## src/nbp_pkg.sv

```systemverilog
// package: constants and types for the nand block-protection host controller
package nbp_pkg;
  // command opcodes
  localparam logic [7:0] CMD_UNLOCK_LO = 8'h23;
  localparam logic [7:0] CMD_UNLOCK_HI = 8'h24;
  localparam logic [7:0] CMD_LOCK_ALL  = 8'h2A;
  localparam logic [7:0] CMD_LOCKDOWN  = 8'h2C;
  localparam logic [7:0] CMD_STAT_RD   = 8'h7A;
  localparam logic [7:0] CMD_STATUS    = 8'h70;
  localparam logic [7:0] CMD_RESET     = 8'hFF;
  localparam logic [7:0] CMD_PG_SETUP  = 8'h80;
  localparam logic [7:0] CMD_PG_CONF   = 8'h10;
  localparam logic [7:0] CMD_ENTRY0    = 8'h4C;
  localparam logic [7:0] CMD_ENTRY1    = 8'h03;
  localparam logic [7:0] CMD_ENTRY2    = 8'h1D;
  localparam logic [7:0] CMD_ENTRY3    = 8'h41;
  localparam logic [7:0] BYTE_ZERO     = 8'h00;
  localparam int         GRP_LD_BIT    = 4;
  localparam int         STAT_RDY_BIT  = 6;
  localparam int         MAX_PERM_SEQ  = 16;
  // wishbone register offsets (byte addresses)
  localparam logic [3:0] REG_CTRL      = 4'h0;
  localparam logic [3:0] REG_ARG       = 4'h4;
  localparam logic [3:0] REG_STAT      = 4'h8;
  localparam logic [3:0] REG_DATA      = 4'hC;
  // ctrl field positions
  localparam int         CTRL_GO       = 0;
  localparam int         CTRL_OP_LSB   = 4;
  // arg field positions
  localparam int         ARG_LB_LSB    = 0;
  localparam int         ARG_UB_LSB    = 12;
  localparam int         ARG_INV       = 24;
  localparam int         ARG_GRP_LSB   = 25;
  localparam int         ARG_GLD       = 29;
  // operations
  localparam logic [2:0] OP_UNLOCK     = 3'h0;
  localparam logic [2:0] OP_LOCK_ALL   = 3'h1;
  localparam logic [2:0] OP_LOCKDOWN   = 3'h2;
  localparam logic [2:0] OP_STAT_RD    = 3'h3;
  localparam logic [2:0] OP_PERM       = 3'h4;
  // bus timing in ns, rounded up to ref clock cycles
  localparam int         CLK_NS        = 10;
  localparam int         WE_PULSE_NS   = 20;
  localparam int         WE_PULSE_CYC  = (WE_PULSE_NS + CLK_NS - 1) / CLK_NS;
  localparam logic [3:0] PH_CYC        = 4'(WE_PULSE_CYC);
  localparam logic [31:0] ARG_RST      = 32'h0000_0000;

  // one byte on the multiplexed bus, with its latch enables
  typedef struct packed {
    logic       cle;
    logic       ale;
    logic       rd;
    logic [7:0] dat;
  } nbp_cyc_t;
endpackage

```

## src/nbp_host.sv

```systemverilog
// host controller that drives nand block-protection sequences from wishbone
`timescale 1ns/100ps
// What the nand device does and requires
// RQ1: lower-bound unlock always followed by upper-bound
// RQ2: invert flag selects inside or outside range
// RQ3: unlock sends three mapped address cycles
// RQ4: invert flag sent only with upper bound
// RQ5: device forces plane bits for multiplane
// RQ6: block address bit zero selects plane
// RQ7: lock-all protects every block
// RQ8: lock-down freezes volatile protection state
// RQ9: lock-down cleared only by power cycle
// RQ10: write-protect and enable high before lock-down
// RQ11: device ignores volatile commands after lock-down
// RQ12: write-protect low still blocks after lock-down
// RQ13: sixteen groups of four blocks permanent
// RQ14: permanent group never becomes unprotected
// RQ15: no new groups after permanent lock-down
// RQ16: permanent sequences end with reset command
// RQ17: fourth address low nibble selects group
// RQ18: permanent sequence bytes, confirm, then poll
// RQ19: fourth address bit four selects lock-down
// RQ20: no reset while permanent program busy
// RQ21: at most sixteen permanent sequences total
// RQ22: status read sends three addresses, one data
// RQ23: device latches enable input at power-on
// RQ24: long write-protect low relocks before lock-down
// RQ25: status byte reports lock and lock-down bits
// RQ26: device rejects program to protected block
module nbp_host (
  input  wire logic        ref_clk_in,
  input  wire logic        rstn_in,
  input  wire logic [3:0]  wb_adr_in,
  input  wire logic [31:0] wb_dat_in,
  input  wire logic        wb_we_in,
  input  wire logic [3:0]  wb_sel_in,
  input  wire logic        wb_cyc_in,
  input  wire logic        wb_stb_in,
  output logic      [31:0] wb_dat_out,
  output logic             wb_ack_out,
  output logic             cle_out,
  output logic             ale_out,
  output logic             we_n_out,
  output logic             re_n_out,
  output logic             ce_n_out,
  output logic             wp_n_out,
  output logic             protection_enable_input_out,
  output logic      [7:0]  io_out,
  output logic             io_oe_n_out,
  input  wire logic [7:0]  io_in,
  input  wire logic        ready_busy_output_n_in
);
  import nbp_pkg::*;

  typedef enum logic [4:0] {
    ST_IDLE = 5'b00001,
    ST_SET  = 5'b00010,
    ST_LOW  = 5'b00100,
    ST_HIGH = 5'b01000,
    ST_WAIT = 5'b10000
  } nbp_state_t;

  // ----------------------------------------------------------------
  // input synchronisers
  // ----------------------------------------------------------------
  logic [7:0] io_s1_ff, io_s2_ff;
  logic       rb_s1_ff, rb_s2_ff;
  always_ff @(posedge ref_clk_in or negedge rstn_in) begin
    if (!rstn_in) begin
      io_s1_ff <= 8'h00;
      io_s2_ff <= 8'h00;
      rb_s1_ff <= 1'b0;
      rb_s2_ff <= 1'b0;
    end else begin
      io_s1_ff <= io_in;
      io_s2_ff <= io_s1_ff;
      rb_s1_ff <= ready_busy_output_n_in;
      rb_s2_ff <= rb_s1_ff;
    end
  end

  // ----------------------------------------------------------------
  // sequence builder: one bus cycle per step
  // ----------------------------------------------------------------
  logic [31:0] arg_ff;
  logic [2:0]  op_ff;
  logic [4:0]  step_ff;
  logic [11:0] lb, ub;
  logic        inv;
  logic [3:0]  grp;
  logic        gld;
  nbp_cyc_t    cyc;
  logic        last;
  logic        poll;

  assign lb  = arg_ff[ARG_LB_LSB +: 12];
  assign ub  = arg_ff[ARG_UB_LSB +: 12];
  assign inv = arg_ff[ARG_INV];
  assign grp = arg_ff[ARG_GRP_LSB +: 4];
  assign gld = arg_ff[ARG_GLD];

  function automatic nbp_cyc_t cmd_c(input logic [7:0] b);
    cmd_c = '{cle: 1'b1, ale: 1'b0, rd: 1'b0, dat: b};
  endfunction
  function automatic nbp_cyc_t adr_c(input logic [7:0] b);
    adr_c = '{cle: 1'b0, ale: 1'b1, rd: 1'b0, dat: b};
  endfunction

  always_comb begin
    cyc  = cmd_c(CMD_RESET);
    last = 1'b0;
    poll = 1'b0;
    unique case (op_ff)
      OP_UNLOCK: begin
        // lower bound then upper bound, never split
        unique case (step_ff)
          5'd0: cyc = cmd_c(CMD_UNLOCK_LO);                       // RQ1
          5'd1: cyc = adr_c({lb[1:0], 6'h00});                   // RQ3 RQ4 RQ6
          5'd2: cyc = adr_c(lb[9:2]);                            // RQ3
          5'd3: cyc = adr_c({6'h00, lb[11:10]});                 // RQ3
          5'd4: cyc = cmd_c(CMD_UNLOCK_HI);                       // RQ1
          5'd5: cyc = adr_c({ub[1:0], 5'h00, inv});              // RQ2 RQ3 RQ4
          5'd6: cyc = adr_c(ub[9:2]);                            // RQ3
          default: begin
            cyc  = adr_c({6'h00, ub[11:10]});                    // RQ3
            last = 1'b1;
          end
        endcase
      end
      OP_LOCK_ALL: begin
        cyc  = cmd_c(CMD_LOCK_ALL);
        last = 1'b1;
      end
      OP_LOCKDOWN: begin
        cyc  = cmd_c(CMD_LOCKDOWN);                               // RQ10
        last = 1'b1;
      end
      OP_STAT_RD: begin
        unique case (step_ff)
          5'd0: cyc = cmd_c(CMD_STAT_RD);                         // RQ22
          5'd1: cyc = adr_c({lb[1:0], 6'h00});                   // RQ22
          5'd2: cyc = adr_c(lb[9:2]);
          5'd3: cyc = adr_c({6'h00, lb[11:10]});
          default: begin
            cyc  = '{cle: 1'b0, ale: 1'b0, rd: 1'b1, dat: 8'h00};
            last = 1'b1;
          end
        endcase
      end
      OP_PERM: begin
        unique case (step_ff)
          5'd0: cyc = cmd_c(CMD_ENTRY0);                          // RQ18
          5'd1: cyc = cmd_c(CMD_ENTRY1);
          5'd2: cyc = cmd_c(CMD_ENTRY2);
          5'd3: cyc = cmd_c(CMD_ENTRY3);
          5'd4: cyc = cmd_c(CMD_PG_SETUP);
          5'd5, 5'd6, 5'd7, 5'd9: cyc = adr_c(BYTE_ZERO);
          5'd8: cyc = adr_c({3'h0, gld, grp});                    // RQ17 RQ19
          5'd10: begin
            cyc  = cmd_c(CMD_PG_CONF);
            poll = 1'b1;                                          // RQ20
          end
          default: begin
            cyc  = cmd_c(CMD_RESET);                              // RQ16
            last = 1'b1;
          end
        endcase
      end
      // spare codes send one reset command and end: running them would dodge the attempt count
      default: last = 1'b1;
    endcase
  end

  // ----------------------------------------------------------------
  // bus phase engine and register file
  // ----------------------------------------------------------------
  nbp_state_t  st_ff, nxt_st;
  logic [3:0]  cnt_ff, nxt_cnt;
  logic [4:0]  nxt_step;
  logic [2:0]  nxt_op;
  logic [31:0] nxt_arg;
  logic [7:0]  rdat_ff, nxt_rdat;
  logic [4:0]  perm_ff, nxt_perm;
  logic        busy_ff, nxt_busy, err_ff, nxt_err;
  logic        cle_ff, ale_ff, we_ff, re_ff, oe_ff;
  logic        nxt_cle, nxt_ale, nxt_we, nxt_re, nxt_oe;
  logic [7:0]  io_ff, nxt_io;
  logic        ack_ff, nxt_ack;
  logic [31:0] dat_ff, nxt_dat;
  logic        wb_hit, go;
  logic        pins_ff, nxt_pins;

  assign wb_hit = wb_cyc_in && wb_stb_in && !ack_ff;
  assign go = wb_hit && wb_we_in && wb_adr_in == REG_CTRL && wb_sel_in[0]
              && wb_dat_in[CTRL_GO] && !busy_ff;

  always_comb begin
    nxt_st   = st_ff;
    nxt_cnt  = cnt_ff;
    nxt_step = step_ff;
    nxt_op   = op_ff;
    nxt_arg  = arg_ff;
    nxt_rdat = rdat_ff;
    nxt_perm = perm_ff;
    nxt_busy = busy_ff;
    nxt_err  = err_ff;
    nxt_cle  = cle_ff;
    nxt_ale  = ale_ff;
    nxt_we   = we_ff;
    nxt_re   = re_ff;
    nxt_oe   = oe_ff;
    nxt_io   = io_ff;
    nxt_ack  = wb_hit;
    nxt_dat  = 32'h0;
    nxt_pins = 1'b1;
    if (wb_hit && !wb_we_in) begin
      unique case (wb_adr_in)
        REG_CTRL: nxt_dat = {29'h0, op_ff};
        REG_ARG:  nxt_dat = arg_ff;
        REG_STAT: nxt_dat = {24'h0, perm_ff, err_ff, rb_s2_ff, busy_ff};
        REG_DATA: nxt_dat = {24'h0, rdat_ff};
        default:  nxt_dat = 32'h0;
      endcase
    end
    if (wb_hit && wb_we_in && wb_adr_in == REG_ARG && !busy_ff) begin
      for (int i = 0; i < 4; i++) begin
        if (wb_sel_in[i]) nxt_arg[i*8 +: 8] = wb_dat_in[i*8 +: 8];
      end
    end
    unique case (st_ff)
      ST_IDLE: begin
        if (go) begin
          nxt_op   = wb_dat_in[CTRL_OP_LSB +: 3];
          nxt_step = 5'd0;
          nxt_err  = 1'b0;
          // count attempts; refuse beyond the device's limit
          if (wb_dat_in[CTRL_OP_LSB +: 3] == OP_PERM &&
              perm_ff == 5'(MAX_PERM_SEQ)) begin                  // RQ21
            nxt_err = 1'b1;
          end else begin
            if (wb_dat_in[CTRL_OP_LSB +: 3] == OP_PERM)
              nxt_perm = perm_ff + 5'd1;                          // RQ21
            nxt_busy = 1'b1;
            nxt_st   = ST_SET;
          end
        end
      end
      ST_SET: begin
        nxt_cle = cyc.cle;
        nxt_ale = cyc.ale;
        nxt_io  = cyc.dat;
        nxt_oe  = cyc.rd;
        nxt_cnt = PH_CYC;
        nxt_st  = ST_LOW;
      end
      ST_LOW: begin
        nxt_we = !cyc.rd;
        nxt_re = cyc.rd;
        if (cnt_ff == 4'd0) begin
          nxt_cnt = PH_CYC;
          nxt_st  = ST_HIGH;
        end else begin
          nxt_cnt = cnt_ff - 4'd1;
        end
      end
      ST_HIGH: begin
        if (nxt_re || re_ff) nxt_rdat = io_s2_ff;                 // RQ25
        nxt_we = 1'b0;
        nxt_re = 1'b0;
        if (cnt_ff == 4'd0) begin
          nxt_cle  = 1'b0;
          nxt_ale  = 1'b0;
          nxt_oe   = 1'b0;
          nxt_step = step_ff + 5'd1;
          nxt_cnt  = PH_CYC;
          if (last) begin
            nxt_busy = 1'b0;
            nxt_st   = ST_IDLE;
          end else if (poll) begin
            nxt_st = ST_WAIT;
          end else begin
            nxt_st = ST_SET;
          end
        end else begin
          nxt_cnt = cnt_ff - 4'd1;
        end
      end
      ST_WAIT: begin
        // hold off the reset until the program finishes
        if (cnt_ff != 4'd0) nxt_cnt = cnt_ff - 4'd1;
        else if (rb_s2_ff) nxt_st = ST_SET;                       // RQ20
      end
      default: nxt_st = ST_IDLE;
    endcase
  end

  always_ff @(posedge ref_clk_in or negedge rstn_in) begin
    if (!rstn_in) begin
      st_ff   <= ST_IDLE;
      cnt_ff  <= 4'h0;
      step_ff <= 5'h00;
      op_ff   <= OP_UNLOCK;
      arg_ff  <= ARG_RST;
      rdat_ff <= 8'h00;
      perm_ff <= 5'h00;
      busy_ff <= 1'b0;
      err_ff  <= 1'b0;
      cle_ff  <= 1'b0;
      ale_ff  <= 1'b0;
      we_ff   <= 1'b0;
      re_ff   <= 1'b0;
      oe_ff   <= 1'b0;
      io_ff   <= 8'h00;
      ack_ff  <= 1'b0;
      dat_ff  <= 32'h0;
      pins_ff <= 1'b0;
    end else begin
      st_ff   <= nxt_st;
      cnt_ff  <= nxt_cnt;
      step_ff <= nxt_step;
      op_ff   <= nxt_op;
      arg_ff  <= nxt_arg;
      rdat_ff <= nxt_rdat;
      perm_ff <= nxt_perm;
      busy_ff <= nxt_busy;
      err_ff  <= nxt_err;
      cle_ff  <= nxt_cle;
      ale_ff  <= nxt_ale;
      we_ff   <= nxt_we;
      re_ff   <= nxt_re;
      oe_ff   <= nxt_oe;
      io_ff   <= nxt_io;
      ack_ff  <= nxt_ack;
      dat_ff  <= nxt_dat;
      pins_ff <= nxt_pins;
    end
  end

  // write-protect and enable go high on the first clock after reset release: an idle low
  // on write-protect would relock the range, and lock-down needs both high
  assign cle_out    = cle_ff;
  assign ale_out    = ale_ff;
  assign we_n_out   = !we_ff;
  assign re_n_out   = !re_ff;
  assign ce_n_out   = !busy_ff;
  assign wp_n_out   = pins_ff;                                    // RQ10
  assign protection_enable_input_out = pins_ff;                   // RQ10
  assign io_out     = io_ff;
  assign io_oe_n_out = oe_ff;
  assign wb_ack_out = ack_ff;
  assign wb_dat_out = dat_ff;
endmodule

```

## config.mk

```make
export PLATFORM = sky130hd
export DESIGN_NAME = nbp_host
export DESIGN_NICKNAME = d
export VERILOG_FILES = /design/src/nbp_pkg.sv /design/src/nbp_host.sv
export SDC_FILE = /design/constraint.sdc
export NUM_CORES = 1
export LEC_CHECK = 0
export ABC_CLOCK_PERIOD_IN_PS = 2400
export BUFFER_PORTS_ARGS = -buffer_cell sky130_fd_sc_hd__buf_4
export CAP_MARGIN = 20
export CORE_ASPECT_RATIO = 1.1
export CORE_MARGIN = 2
export CORE_UTILIZATION = 55
export CTS_BUF_LIST = sky130_fd_sc_hd__clkbuf_4 sky130_fd_sc_hd__clkbuf_8
export DETAILED_ROUTE_END_ITERATION = 8
export PLACE_DENSITY = 0.78
export REMOVE_ABC_BUFFERS = 1
export SLEW_MARGIN = 25
export SYNTH_ARGS = -nofsm -noshare
export SYNTH_HDL_FRONTEND = slang
export SYNTH_SLANG_ARGS = --single-unit
```

## constraint.sdc

```tcl
create_clock -name ref_clk_in -period 2.4 [get_ports ref_clk_in]
set_input_delay 0.36 -clock ref_clk_in [delete_from_list [all_inputs] [get_ports ref_clk_in]]
set_output_delay 0.36 -clock ref_clk_in [all_outputs]
set_load 0.005 [all_outputs]
```

==> summary.txt, run 1 <==
Status
  • Outcome: finished, violations left
  • Failing checks: hold timing

Flow run
  • Max cap viols: 0

Die
  • DIE HEIGHT: 112 um
  • Cell Rows: 39
  • DIE AREA: between 10,000 and 15,000 sq um
  • Die X: 103 um
  • I/O pin count: just over 100
  • Initial Util: 0.565
  • Core area: approximately 10,000 sq um

Synthesis
  • Sequential cell area fraction in the yosys report: 0.550
  • Mapped Area: 5870 sq um
  • Library cells used by synthesis: slightly above 60
  • Most used flip-flop cell after synthesis: dfrtp_1
  • Synth warn: 0
  • Syn_area_per_cell: roughly 11 sq um
  • Cells after Synth: between 500 and 600
  • Ys async rst share: 1.00
  • EDFF count, synth: 0
  • Flip-flop and latch count after synthesis: 129

Power and ir drop
  • P per Cell Area: between 600 and 700 nW/um^2
  • Switching power: between 1 and 1.5 mW
  • Int Pwr: ~3.5 mW
  • Sw Ratio: 0.232
  • Sequential Power Share: 0.488
  • Power Total: 4.50 mW
  • Clk pwr share: 0.477
  • Combinational group share of total power: 0.035
  • Static Leak: 3.62 nW
  • Worst VDD drop: between 500 and 600 uV

Timing
  • Final Setup Violations: 0
  • Fmax: 451 MHz
  • Crit share post-route: 0.923
  • Skew final: about 0.011 ns
  • Final Hold Fails: 8
  • Max-slew headroom: 0.533
  • Setup TNS after final layout: 0 ns
  • Post-layout min period: ~2.2 ns
  • RSZ-0062 raised after global routing: false
  • Hold Slack: -0.0169 ns
  • Final-report max-slew violation count: 0
  • Worst Max-Slew Pin Slew: 0.701 ns

Final layout
  • Ant diodes: 0
  • Fill count: roughly 760
  • Design area: roughly 7500 sq um
  • Core Util, Final: 0.719
  • Share of layout cells above drive strength 1: 0.321
  • Post-layout net count: 731
  • Area Growth Syn to Fin: 27.2%

Clock network
  • Max clock buf depth: 2
  • H-tree depth: 4
  • CTS sink count: around 130
  • Clock Pin Slew Worst Setup and Hold Paths: 0.09 ns
  • Clk Latency, worst-skew pair: roughly 0.43 ns
  • CTS tree: built
  • Cts bufs inserted: 17
  • Root Buffer: clkbuf_8

GRT
  • Vias in the first global route: roughly 4,800
  • Initial antenna violation count: 0
  • GRT Overall Usage: 0.280
  • Global-route wire length before repair: 24.5 mm
  • Grt total ovfl: 0
  • Pin count of the biggest net entering global routing: 130

Detailed routing
  • Initial drt markers: 272
  • Vias per inst: between 5 and 6
  • Detailed Route WL: ~16 mm
  • WL/cell: around 19 um
  • ANT nets after route: 0
  • Pre-antenna DRT Iters: 5
  • DRC Markers: 0
  • DR vias: 4,658

Worst setup path
  • CP Class: register to register
  • Max FO, Critical Path: 11
  • CP Cell Sequence: nor3b_4 > nand2_1 > nor4bb_4 > or3_1 > o32a_1
  • Worst Path Required: 2.72 ns
  • CP peak stage delay: 0.58 ns
  • CP startpoint kind: register
  • Critical-path top delay cell: dfrtp_1
  • CP endpoint kind: register
  • Critical path arrival: about 2.5 ns

Placement
  • GPL Wtd Cong: ~0.9
  • Placement Cell Area: between 6000 and 7000 sq um
  • I/O Buffers: a little over 100
  • Detail Placement HPWL: between 10 and 15 mm

Hold path
  • Worst min path class: input pin to async pin
## sequential cells by signal (all words and copies together) (netlist names), 3 cells and up
name and count:
op_ff 3, step_ff 5, st_ff 5, arg_ff 32, wb_dat_out 32, cnt_ff 4
rdat_ff 8, io_s2_ff 8, perm_ff 5, io_s1_ff 8, io_out 8
## logic make-up after synthesis
kind of cell    count (synthesis)  share of synthesized area
compound gates                108                      0.118
xor+xnor                       12                     0.0179
fa+ha+maj                       8                     0.0170
buf+inv                        42                     0.0290
flops                         129                      0.550
mux                            53                      0.100
other cells                     1                   0.000639
simple gates                  187                      0.167
## worst paths after layout
path	slack [ns]	start	cells after the start	end
setup / recovery	0.18	step_ff[2]	5	io_out[6]
setup reg to reg	0.18	step_ff[2]	5	io_out[6]
hold reg to reg	0.35	io_s1_ff[3]	0	io_s2_ff[3]
max in group asynchronous	1.85	rstn_in	2	io_s2_ff[5]
min in group ref_clk_in	0.03	io_in[0]	1	io_s1_ff[0]
hold / removal	-0.02	rstn_in	2	wb_dat_out[14]
## per-layer routing
layer,share of wire,global-route usage
met5,0,0
met4,0.020,0.0898
met3,0.044,0.0567
met2,0.52,0.481
met1,0.41,0.353
## metrics by stage
step | worst slack (ns) | cells
floorplan | 0.178 | 513
global placement | 0.193 | 788
detailed placement | 0.102 | 788
CTS | 0.0977 | 820
global route | 0.0238 | 825
finish | 0.184 | 825
## repair_timing
| item | 4_1_cts | 5_1_grt |
|---|---|---|
| endpoints found under the setup margin | 0 | 9 |
| hold buffers | 0 | 4 |
| hold endpoints to repair | 0 | 4 |
| setup buffers | 0 | 1 |
| resized for setup | 0 | 4 |
## cells in the mapped netlist (2+ instances only)
library cell    n  area (sq um)
o22ai_1         4          25.0
o32ai_1         2          17.5
buf_2           7          35.0
nor2b_1         4          25.0
a41oi_1         3          26.3
o22a_1          5          43.8
and2b_1         2          15.0
and3_1          4          25.0
a21oi_1        22           110
clkbuf_1       16          60.1
ha_1            8           100
nor4_1          2          12.5
mux2i_1         6          60.1
nand4_1         8          50.1
nand3b_1        3          22.5
o21ai_1         6          30.0
nor3_1         13          65.1
xor2_1          5          43.8
mux2_1          5          56.3
or3_1           5          31.3
a22oi_1         9          67.6
buf_1           3          11.3
a22o_1          5          43.8
o21ai_0        27           135
nand2_1        43           161
o211ai_1        4          30.0
nand3_1        18          90.1
and2_1         27           169
nand2b_1        6          37.5
dfrtp_1       128          3200
a31oi_1         7          43.8
mux2_2         42           473
o31ai_1         3          22.5
xnor2_1         7          61.3
nor2_1         40           150
inv_1          15          56.3
## power groups by stage
stage                     Sequential (mW)  Combinational, mW  Clock, mW
after floorplan                      2.24             0.0185          0
after global placement               2.24              0.149          0
after detailed placement             2.24              0.153          0
after CTS                            2.20              0.154       2.17
after global routing                 2.20              0.175       2.28
final                                2.20              0.157       2.15
## placed cells by master, fill, tap and decap left out, types with 15 or more instances in the layout
cell type    n
a21oi_1     22
and2_1      27
buf_4      132
clkbuf_8    17
dfrtp_1    128
inv_1       15
mux2_2      42
nand2_1     43
nand3_1     18
nor2_1      40
o21ai_0     27
## worst max-delay path, delay by kind of cell, from the launching register on
kind               cells  cell delay [ns]
AOI/OAI and AO/OA      1             0.35
DFF                    1             0.58
and+or+nand+nor        4             1.17
## cell type report
class | count | area, sq um | share of cell area
Clock buffer | 18 | 241 | 0.0323
Clock inverter | 14 | 220 | 0.0295
Inverter | 15 | 56.3 | 0.00754
Multi-Input combinational cell | 369 | 2490 | 0.334
Sequential cell | 129 | 3230 | 0.432
Tap cell | 143 | 179 | 0.0239
Timing Repair Buffer | 137 | 1050 | 0.141
(Power assumes the default switching activity.)
==> run 2: changes to the inputs <==
Settings changed: CORE_UTILIZATION 55 to 50, PLACE_DENSITY 0.78 to 0.72.
==> run 2 against run 1 <==
The flow now finishes without violations; die area increased by 9.6%; clock power decreased by 21%; sequential power about the same; clock skew increased by 0.0013 ns; sequential share of layout area increased by 0.27 points; design area decreased by 0.62%; global-route usage decreased by 3.2 points; setup slack got worse by 0.030 ns; combinational power increased by 5%; power decreased by 9.9%; wire length decreased by 5.3%.
==> summary.txt, run 2 (synthesized netlist as in run 1, its figures left out) <==
GRT
  • GRT Overall Usage: 0.248 (-0.0323)
  • Global-route wire length before repair: 23.9 mm (-2.3%)
  • Vias in the first global route: 4,693 (-2.1%)
  • Initial antenna violation count: 0 (unchanged)
  • Grt total ovfl: 0 (unchanged)
  • Pin count of the biggest net entering global routing: 53 (-59%)

Clock network
  • Max clock buf depth: 2 (unchanged)
  • CTS sink count: 129 (unchanged)
  • H-tree depth: 4 (unchanged)
  • Cts bufs inserted: 17 (unchanged)
  • CTS tree: built
  • Clock Pin Slew Worst Setup and Hold Paths: 0.08 ns (about the same)
  • Root Buffer: clkbuf_8
  • Clk Latency, worst-skew pair: 0.45 ns (+0.02 ns)

Die
  • Die X: 107 um (+4.7%)
  • DIE AREA: 12,600 sq um (+9.6%)
  • Cell Rows: 41 (+5.1%)
  • I/O pin count: 103 (unchanged)
  • DIE HEIGHT: 118 um (+4.7%)
  • Core area: 11,400 sq um (+10%)
  • Initial Util: 0.513 (-0.0517)

Hold path
  • Worst min path class: input pin to register

Final layout
  • Post-layout net count: 735 (+0.55%)
  • Share of layout cells above drive strength 1: 0.320 (-0.00141)
  • Commonest non-fill, non-tap cell in the layout: buf_4
  • Ant diodes: 0 (unchanged)
  • Fill count: 903 (+19%)
  • Core Util, Final: 0.649 (-0.0698)
  • Area Growth Syn to Fin: 26.4%
  • Most frequent cells in the layout: buf_4, dfrtp_1, nand2_1, mux2_2, nor2_1

Worst setup path
  • CP Cell Sequence: inv_1 > ha_2 > buf_4 > nand2_1 > nor4bb_4 > or3_1 > o32a_1
  • Critical-path top delay cell: dfrtp_1
  • Max FO, Critical Path: 10 (-1)
  • CP peak stage delay: 0.43 ns (-0.15 ns)
  • Critical path arrival: 2.57 ns (+0.04 ns)
  • CP bufs+invs: 2 (+2)
  • CP endpoint kind: register
  • Crit path max-delay family: simple AND/OR/NAND/NOR gates
  • CP Class: register to register
  • Worst Path Required: 2.73 ns (about the same)
  • CP startpoint kind: register

Timing
  • Final Setup Violations: 0 (unchanged)
  • Crit share post-route: 0.936 (+0.0126)
  • Post-layout min period: 2.25 ns (+0.0303 ns)
  • Final-report max-slew violation count: 0 (unchanged)
  • Fmax: 445 MHz (-1.4%)
  • Final Hold Fails: 0 (-8)
  • RSZ-0062 raised after global routing: false
  • Skew final: 0.0123 ns (+0.00126 ns)
  • Worst Max-Slew Pin Slew: 0.585 ns (-0.115 ns)
  • Setup TNS after final layout: 0 ns (unchanged)
  • Max-slew headroom: 0.610 (+0.0769)

Power and ir drop
  • Static Leak: 3.59 nW (-0.98%)
  • Worst VDD drop: 510 uV (-2.0%)
  • P per Cell Area: 546 nW/um^2 (-9.4%)

Detailed routing
  • Pre-antenna DRT Iters: 5 (unchanged)
  • WL/cell: 17.7 um (-6.5%)
  • Initial drt markers: 231 (-15%)
  • Detailed Route WL: 14.8 mm (-5.3%)
  • DR vias: 4,640 (-0.39%)
  • ANT nets after route: 0 (unchanged)
  • DRC Markers: 0 (unchanged)
  • Vias per inst: 5.56 (-1.6%)

Placement
  • I/O Buffers: 102 (unchanged)
  • Detail Placement HPWL: 11.0 mm (-2.3%)
  • GPL Wtd Cong: 0.885 (-2.0%)

Status
  • Outcome: finished, final reports clean

Flow run
  • Max cap viols: 0 (unchanged)
## run 2: changes by cell type in the layout (fill, tap and decap cells not counted), moves of 2 or more
cell,before,now
inv_6,5,0
clkinv_2,0,4
dlygate4sd3_1,4,8
bufinv_16,4,1
clkbuf_4,1,4
clkinvlp_4,0,3
ha_1,8,6
ha_2,0,2
inv_8,2,0
## run 2: power by group
part	switching [mW]	internal, mW
logic	0.0795	0.0854
registers	0.00629	2.19
clock network	0.840	0.850
## run 2: what timing repair did
item	in CTS	in global routing
setup buffers	0	0
endpoints found under the setup margin	0	5
resized for setup	0	5
hold buffers	3	5
hold endpoints to repair	35	5
## run 2: layer usage
metal / wire length (um) / up-vias / track usage
met1: 6020 / 2281 / 0.305
met5: 0 / - / 0
li1: - / 2176 / -
met2: 7560 / 153 / 0.416
met3: 780 / 30 / 0.0543
met4: 462 / 0 / 0.110
## run 2: worst register-to-register path, delay by kind of cell (launching register included)
| family | cells | cell delay [ns] |
|---|---|---|
| simple gates | 3 | 0.75 |
| fa+ha+maj | 1 | 0.26 |
| compound gates | 1 | 0.37 |
| flops | 1 | 0.43 |
| buf+inv | 2 | 0.32 |
## run 2: metrics by stage
step / total power, mW / setup slack, ns / hold WS, ns / std cells / cell area (sq um)
finish: 4.05 / 0.154 / 0.0246 / 835 / 7420
global route: 4.20 / 0.0431 / 0.00871 / 835 / 7420
CTS: 4.08 / 0.0537 / 0.000872 / 830 / 7350
detailed placement: 2.40 / 0.0831 / 0.336 / 796 / 6970
global placement: 2.39 / 0.177 / 0.332 / 796 / 6970
floorplan: 2.26 / 0.178 / 0.0644 / 513 / 5760
## run 2: final timing paths
check,from,endpoint,slack (ns),depth (start not counted)
worst max-delay path,step_ff[0],io_out[6],0.15,7
worst min-delay path,ready_busy_output_n_in,rb_s1_ff,0.02,1
worst max register to register,step_ff[0],io_out[6],0.15,7
worst min register to register,io_s1_ff[5],io_s2_ff[5],0.35,0
max in group asynchronous,rstn_in,rdat_ff[1],1.33,3
min in group asynchronous,rstn_in,wb_dat_out[13],0.42,2
## run 2: cell type report
cell class	count	area [sq um]	share of cell area
clock buffers	21	264	0.0356
clock inverters	10	90.1	0.0121
inverters	15	56.3	0.00758
multi-input cells	369	2490	0.336
flip-flops and latches	129	3230	0.435
well taps	150	188	0.0253
repair buffers	141	1100	0.149
==> run 3: changes to the inputs <==
Settings changed: ABC_CLOCK_PERIOD_IN_PS 2400 to 2000, CELL_PAD_IN_SITES_DETAIL_PLACEMENT set to 0, CELL_PAD_IN_SITES_GLOBAL_PLACEMENT set to 1, CORE_UTILIZATION 50 to 41, PLACE_DENSITY 0.72 to 0.77.
Clock period 2.4 ns to 2 ns, I/O delays scaled along.
==> run 3 against run 2 <==
The run now ends with setup timing left; count of clock-buffer cells in the layout is 2 lower; die area rose by 21%; cell count up 10%; clock skew hardly changed; via count grew 3.2%; clock power is 35% higher; power increased by 26%; sequential cell count is the same; maximum frequency rose by 10%.
==> summary.txt, run 3 (synthesized netlist as in run 1, its figures left out) <==
Worst setup path
  • CP endpoint kind: register
  • CP startpoint kind: register
  • CP peak stage delay: 0.42 ns (about the same)
  • Max FO, Critical Path: 5 (-5)
  • Most used cell, CP: buf_4
  • Critical path arrival: 2.37 ns (-0.20 ns)
  • CP Cell Sequence: buf_4 > ha_4 > or3_4 > o211ai_1 > buf_4 > buf_6 > a21oi_1 > o32a_1
  • Critical-path top delay cell: dfrtp_1
  • CP Class: register to register
  • Worst Path Required: 2.33 ns (-0.40 ns)

Power and ir drop
  • Clk pwr share: 0.444 (+0.027)
  • Switching power: 1.19 mW (+29%)
  • P per Cell Area: 637 nW/um^2 (+17%)
  • Static Leak: 3.88 nW (+8.2%)
  • Worst VDD drop: 525 uV (+3.0%)
  • Int Pwr: 3.93 mW (+26%)
  • Sequential Power Share: 0.514 (-0.028)
  • Combinational group share of total power: 0.042 (about the same)
  • Sw Ratio: 0.233 (+0.00429)
  • Power Total: 5.13 mW (+26%)

Clock network
  • Max clock buf depth: 2 (unchanged)
  • CTS tree: built
  • Clk Latency, worst-skew pair: 0.45 ns (about the same)
  • Root Buffer: clkbuf_8
  • H-tree depth: 4 (unchanged)
  • CTS sink count: 129 (unchanged)
  • Clock Pin Slew Worst Setup and Hold Paths: 0.08 ns (about the same)
  • Cts bufs inserted: 17 (unchanged)

Final layout
  • Core Util, Final: 0.579 (-0.0704)
  • Area Growth Syn to Fin: 37.0%
  • Post-layout net count: 783 (+6.5%)
  • Most frequent cells in the layout: buf_4, dfrtp_1, mux2_2, nand2_1, nor2_1
  • Design area: 8050 sq um (+8.4%)
  • Commonest non-fill, non-tap cell in the layout: buf_4
  • Ant diodes: 0 (unchanged)
  • Final std cells w/o fill: 922 (+10%)
  • Share of layout cells above drive strength 1: 0.395 (+0.0754)

Timing
  • Final Setup Violations: 3 (+3)
  • Final Hold Fails: 0 (unchanged)
  • Final WS setup: -0.0418 ns (-0.195 ns)
  • Final-report max-slew violation count: 0 (unchanged)
  • Fmax: 490 MHz (+10%)
  • RSZ-0062 raised after global routing: true
  • Crit share post-route: 1.02 (+0.0849)
  • Setup TNS after final layout: -0.0954 ns (-0.0954 ns)
  • Skew final: 0.0124 ns (+0.0000794 ns)
  • Post-layout min period: 2.04 ns (-0.205 ns)

Placement
  • GPL Wtd Cong: 0.892 (+0.85%)
  • Post-placement cell count: 873 (+9.7%)
  • I/O Buffers: 102 (unchanged)
  • Detail Placement HPWL: 11.9 mm (+7.7%)
  • Placement Cell Area: 7310 sq um (+4.9%)

Detailed routing
  • Initial drt markers: 236 (+2.2%)
  • Detailed Route WL: 15.7 mm (+5.7%)
  • Met3 Wirelength: 773 um (-0.90%)
  • Metal2 WL: 7.94 mm (+5.1%)
  • DR vias: 4,788 (+3.2%)
  • Pre-antenna DRT Iters: 4 (-1)
  • Highest metal used: met4
  • Metal-1 WL: 6.54 mm (+8.7%)
  • Vias per inst: 5.19 (-6.5%)
  • WL/cell: 17.0 um (-4.3%)
  • ANT nets after route: 0 (unchanged)
  • DRC Markers: 0 (unchanged)

GRT
  • GRT Overall Usage: 0.216 (-0.0321)
  • Grt total ovfl: 0 (unchanged)
  • Pin count of the biggest net entering global routing: 49 (-7.5%)
  • Global-route wire length before repair: 25.3 mm (+5.8%)
  • Vias in the first global route: 4,910 (+4.6%)
  • Initial antenna violation count: 0 (unchanged)

Status
  • Outcome: finished, violations left
  • Failing checks: setup timing

Die
  • Initial Util: 0.422 (-0.0911)
  • Die X: 118 um (+10%)
  • Cell Rows: 45 (+9.8%)
  • DIE AREA: 15,300 sq um (+21%)
  • I/O pin count: 103 (unchanged)
  • Core area: 13,900 sq um (+22%)
  • DIE HEIGHT: 130 um (+10%)

Flow run
  • Max cap viols: 0 (unchanged)

Hold path
  • Worst min path class: input pin to register
==> run 3: cell count changes in the layout (fill, tap and decap cells not counted), moves of 4 or more <==
cell | previous run | this run
clkbuf_4 | 4 | 0
o21ai_0 | 27 | 21
inv_6 | 0 | 5
buf_4 | 131 | 173
buf_6 | 0 | 4
==> run 3: layer usage <==
| metal | vias to the layer above | track usage |
|---|---|---|
| li1 | 2278 | - |
| met3 | 20 | 0.0541 |
| met1 | 2353 | 0.258 |
| met4 | 0 | 0.0957 |
| met2 | 137 | 0.371 |
| met5 | - | 0 |
==> run 3: path summary, 6_finish.rpt <==
| kind | start | end | slack, ns | cells past startpoint |
|---|---|---|---|---|
| max in group asynchronous | rstn_in | ale_out | 1.01 | 3 |
| setup reg to reg | step_ff[0] | io_out[6] | -0.04 | 8 |
| min in group asynchronous | rstn_in | wb_dat_out[31] | 0.28 | 2 |
| setup / recovery | step_ff[0] | io_out[6] | -0.04 | 8 |
| hold / removal | wb_dat_in[25] | arg_ff[25] | 0.07 | 2 |
| hold reg to reg | io_s1_ff[4] | io_s2_ff[4] | 0.35 | 0 |
==> run 3: what timing repair did <==
action	in CTS	in global routing
setup endpoints to repair	11	20
hold buffers	10	0
pin swaps	6	8
buffers inserted	3	4
resized for setup	18	27
hold endpoints to repair	29	0
==> run 3: worst max-delay path: cells and delay by family (launching register included) <==
kind            cells  cell delay [ns]
compound gates      3             0.55
flops               1             0.42
buf+inv             3             0.44
fa+ha+maj           1             0.16
simple gates        1             0.35
==> run 3: through the flow <==
stage	hold WS, ns	setup slack, ns
finish	0.0743	-0.0418
CTS	0.0475	-0.00224
floorplan	0.00441	-0.222
detailed placement	0.217	-0.193
global placement	0.217	-0.113
global route	0.0477	-0.129
==> run 3: area by class of cell <==
cell class / count / area [sq um]
repair buffers: 189 / 1480
well taps: 188 / 235
clock inverters: 13 / 148
inverters: 15 / 56.3
clock buffers: 19 / 262
flip-flops and latches: 129 / 3230
multi-input cells: 369 / 2630
fillers: 1182 / 5860
==> run 3: power by group through the flow <==
stage	combinational [mW]	clock (mW)	sequential [mW]
final	0.215	2.28	2.64
after global routing	0.236	2.46	2.64
after CTS	0.216	2.34	2.64
after detailed placement	0.200	0	2.69
after global placement	0.196	0	2.69
after floorplan	0.0222	0	2.69
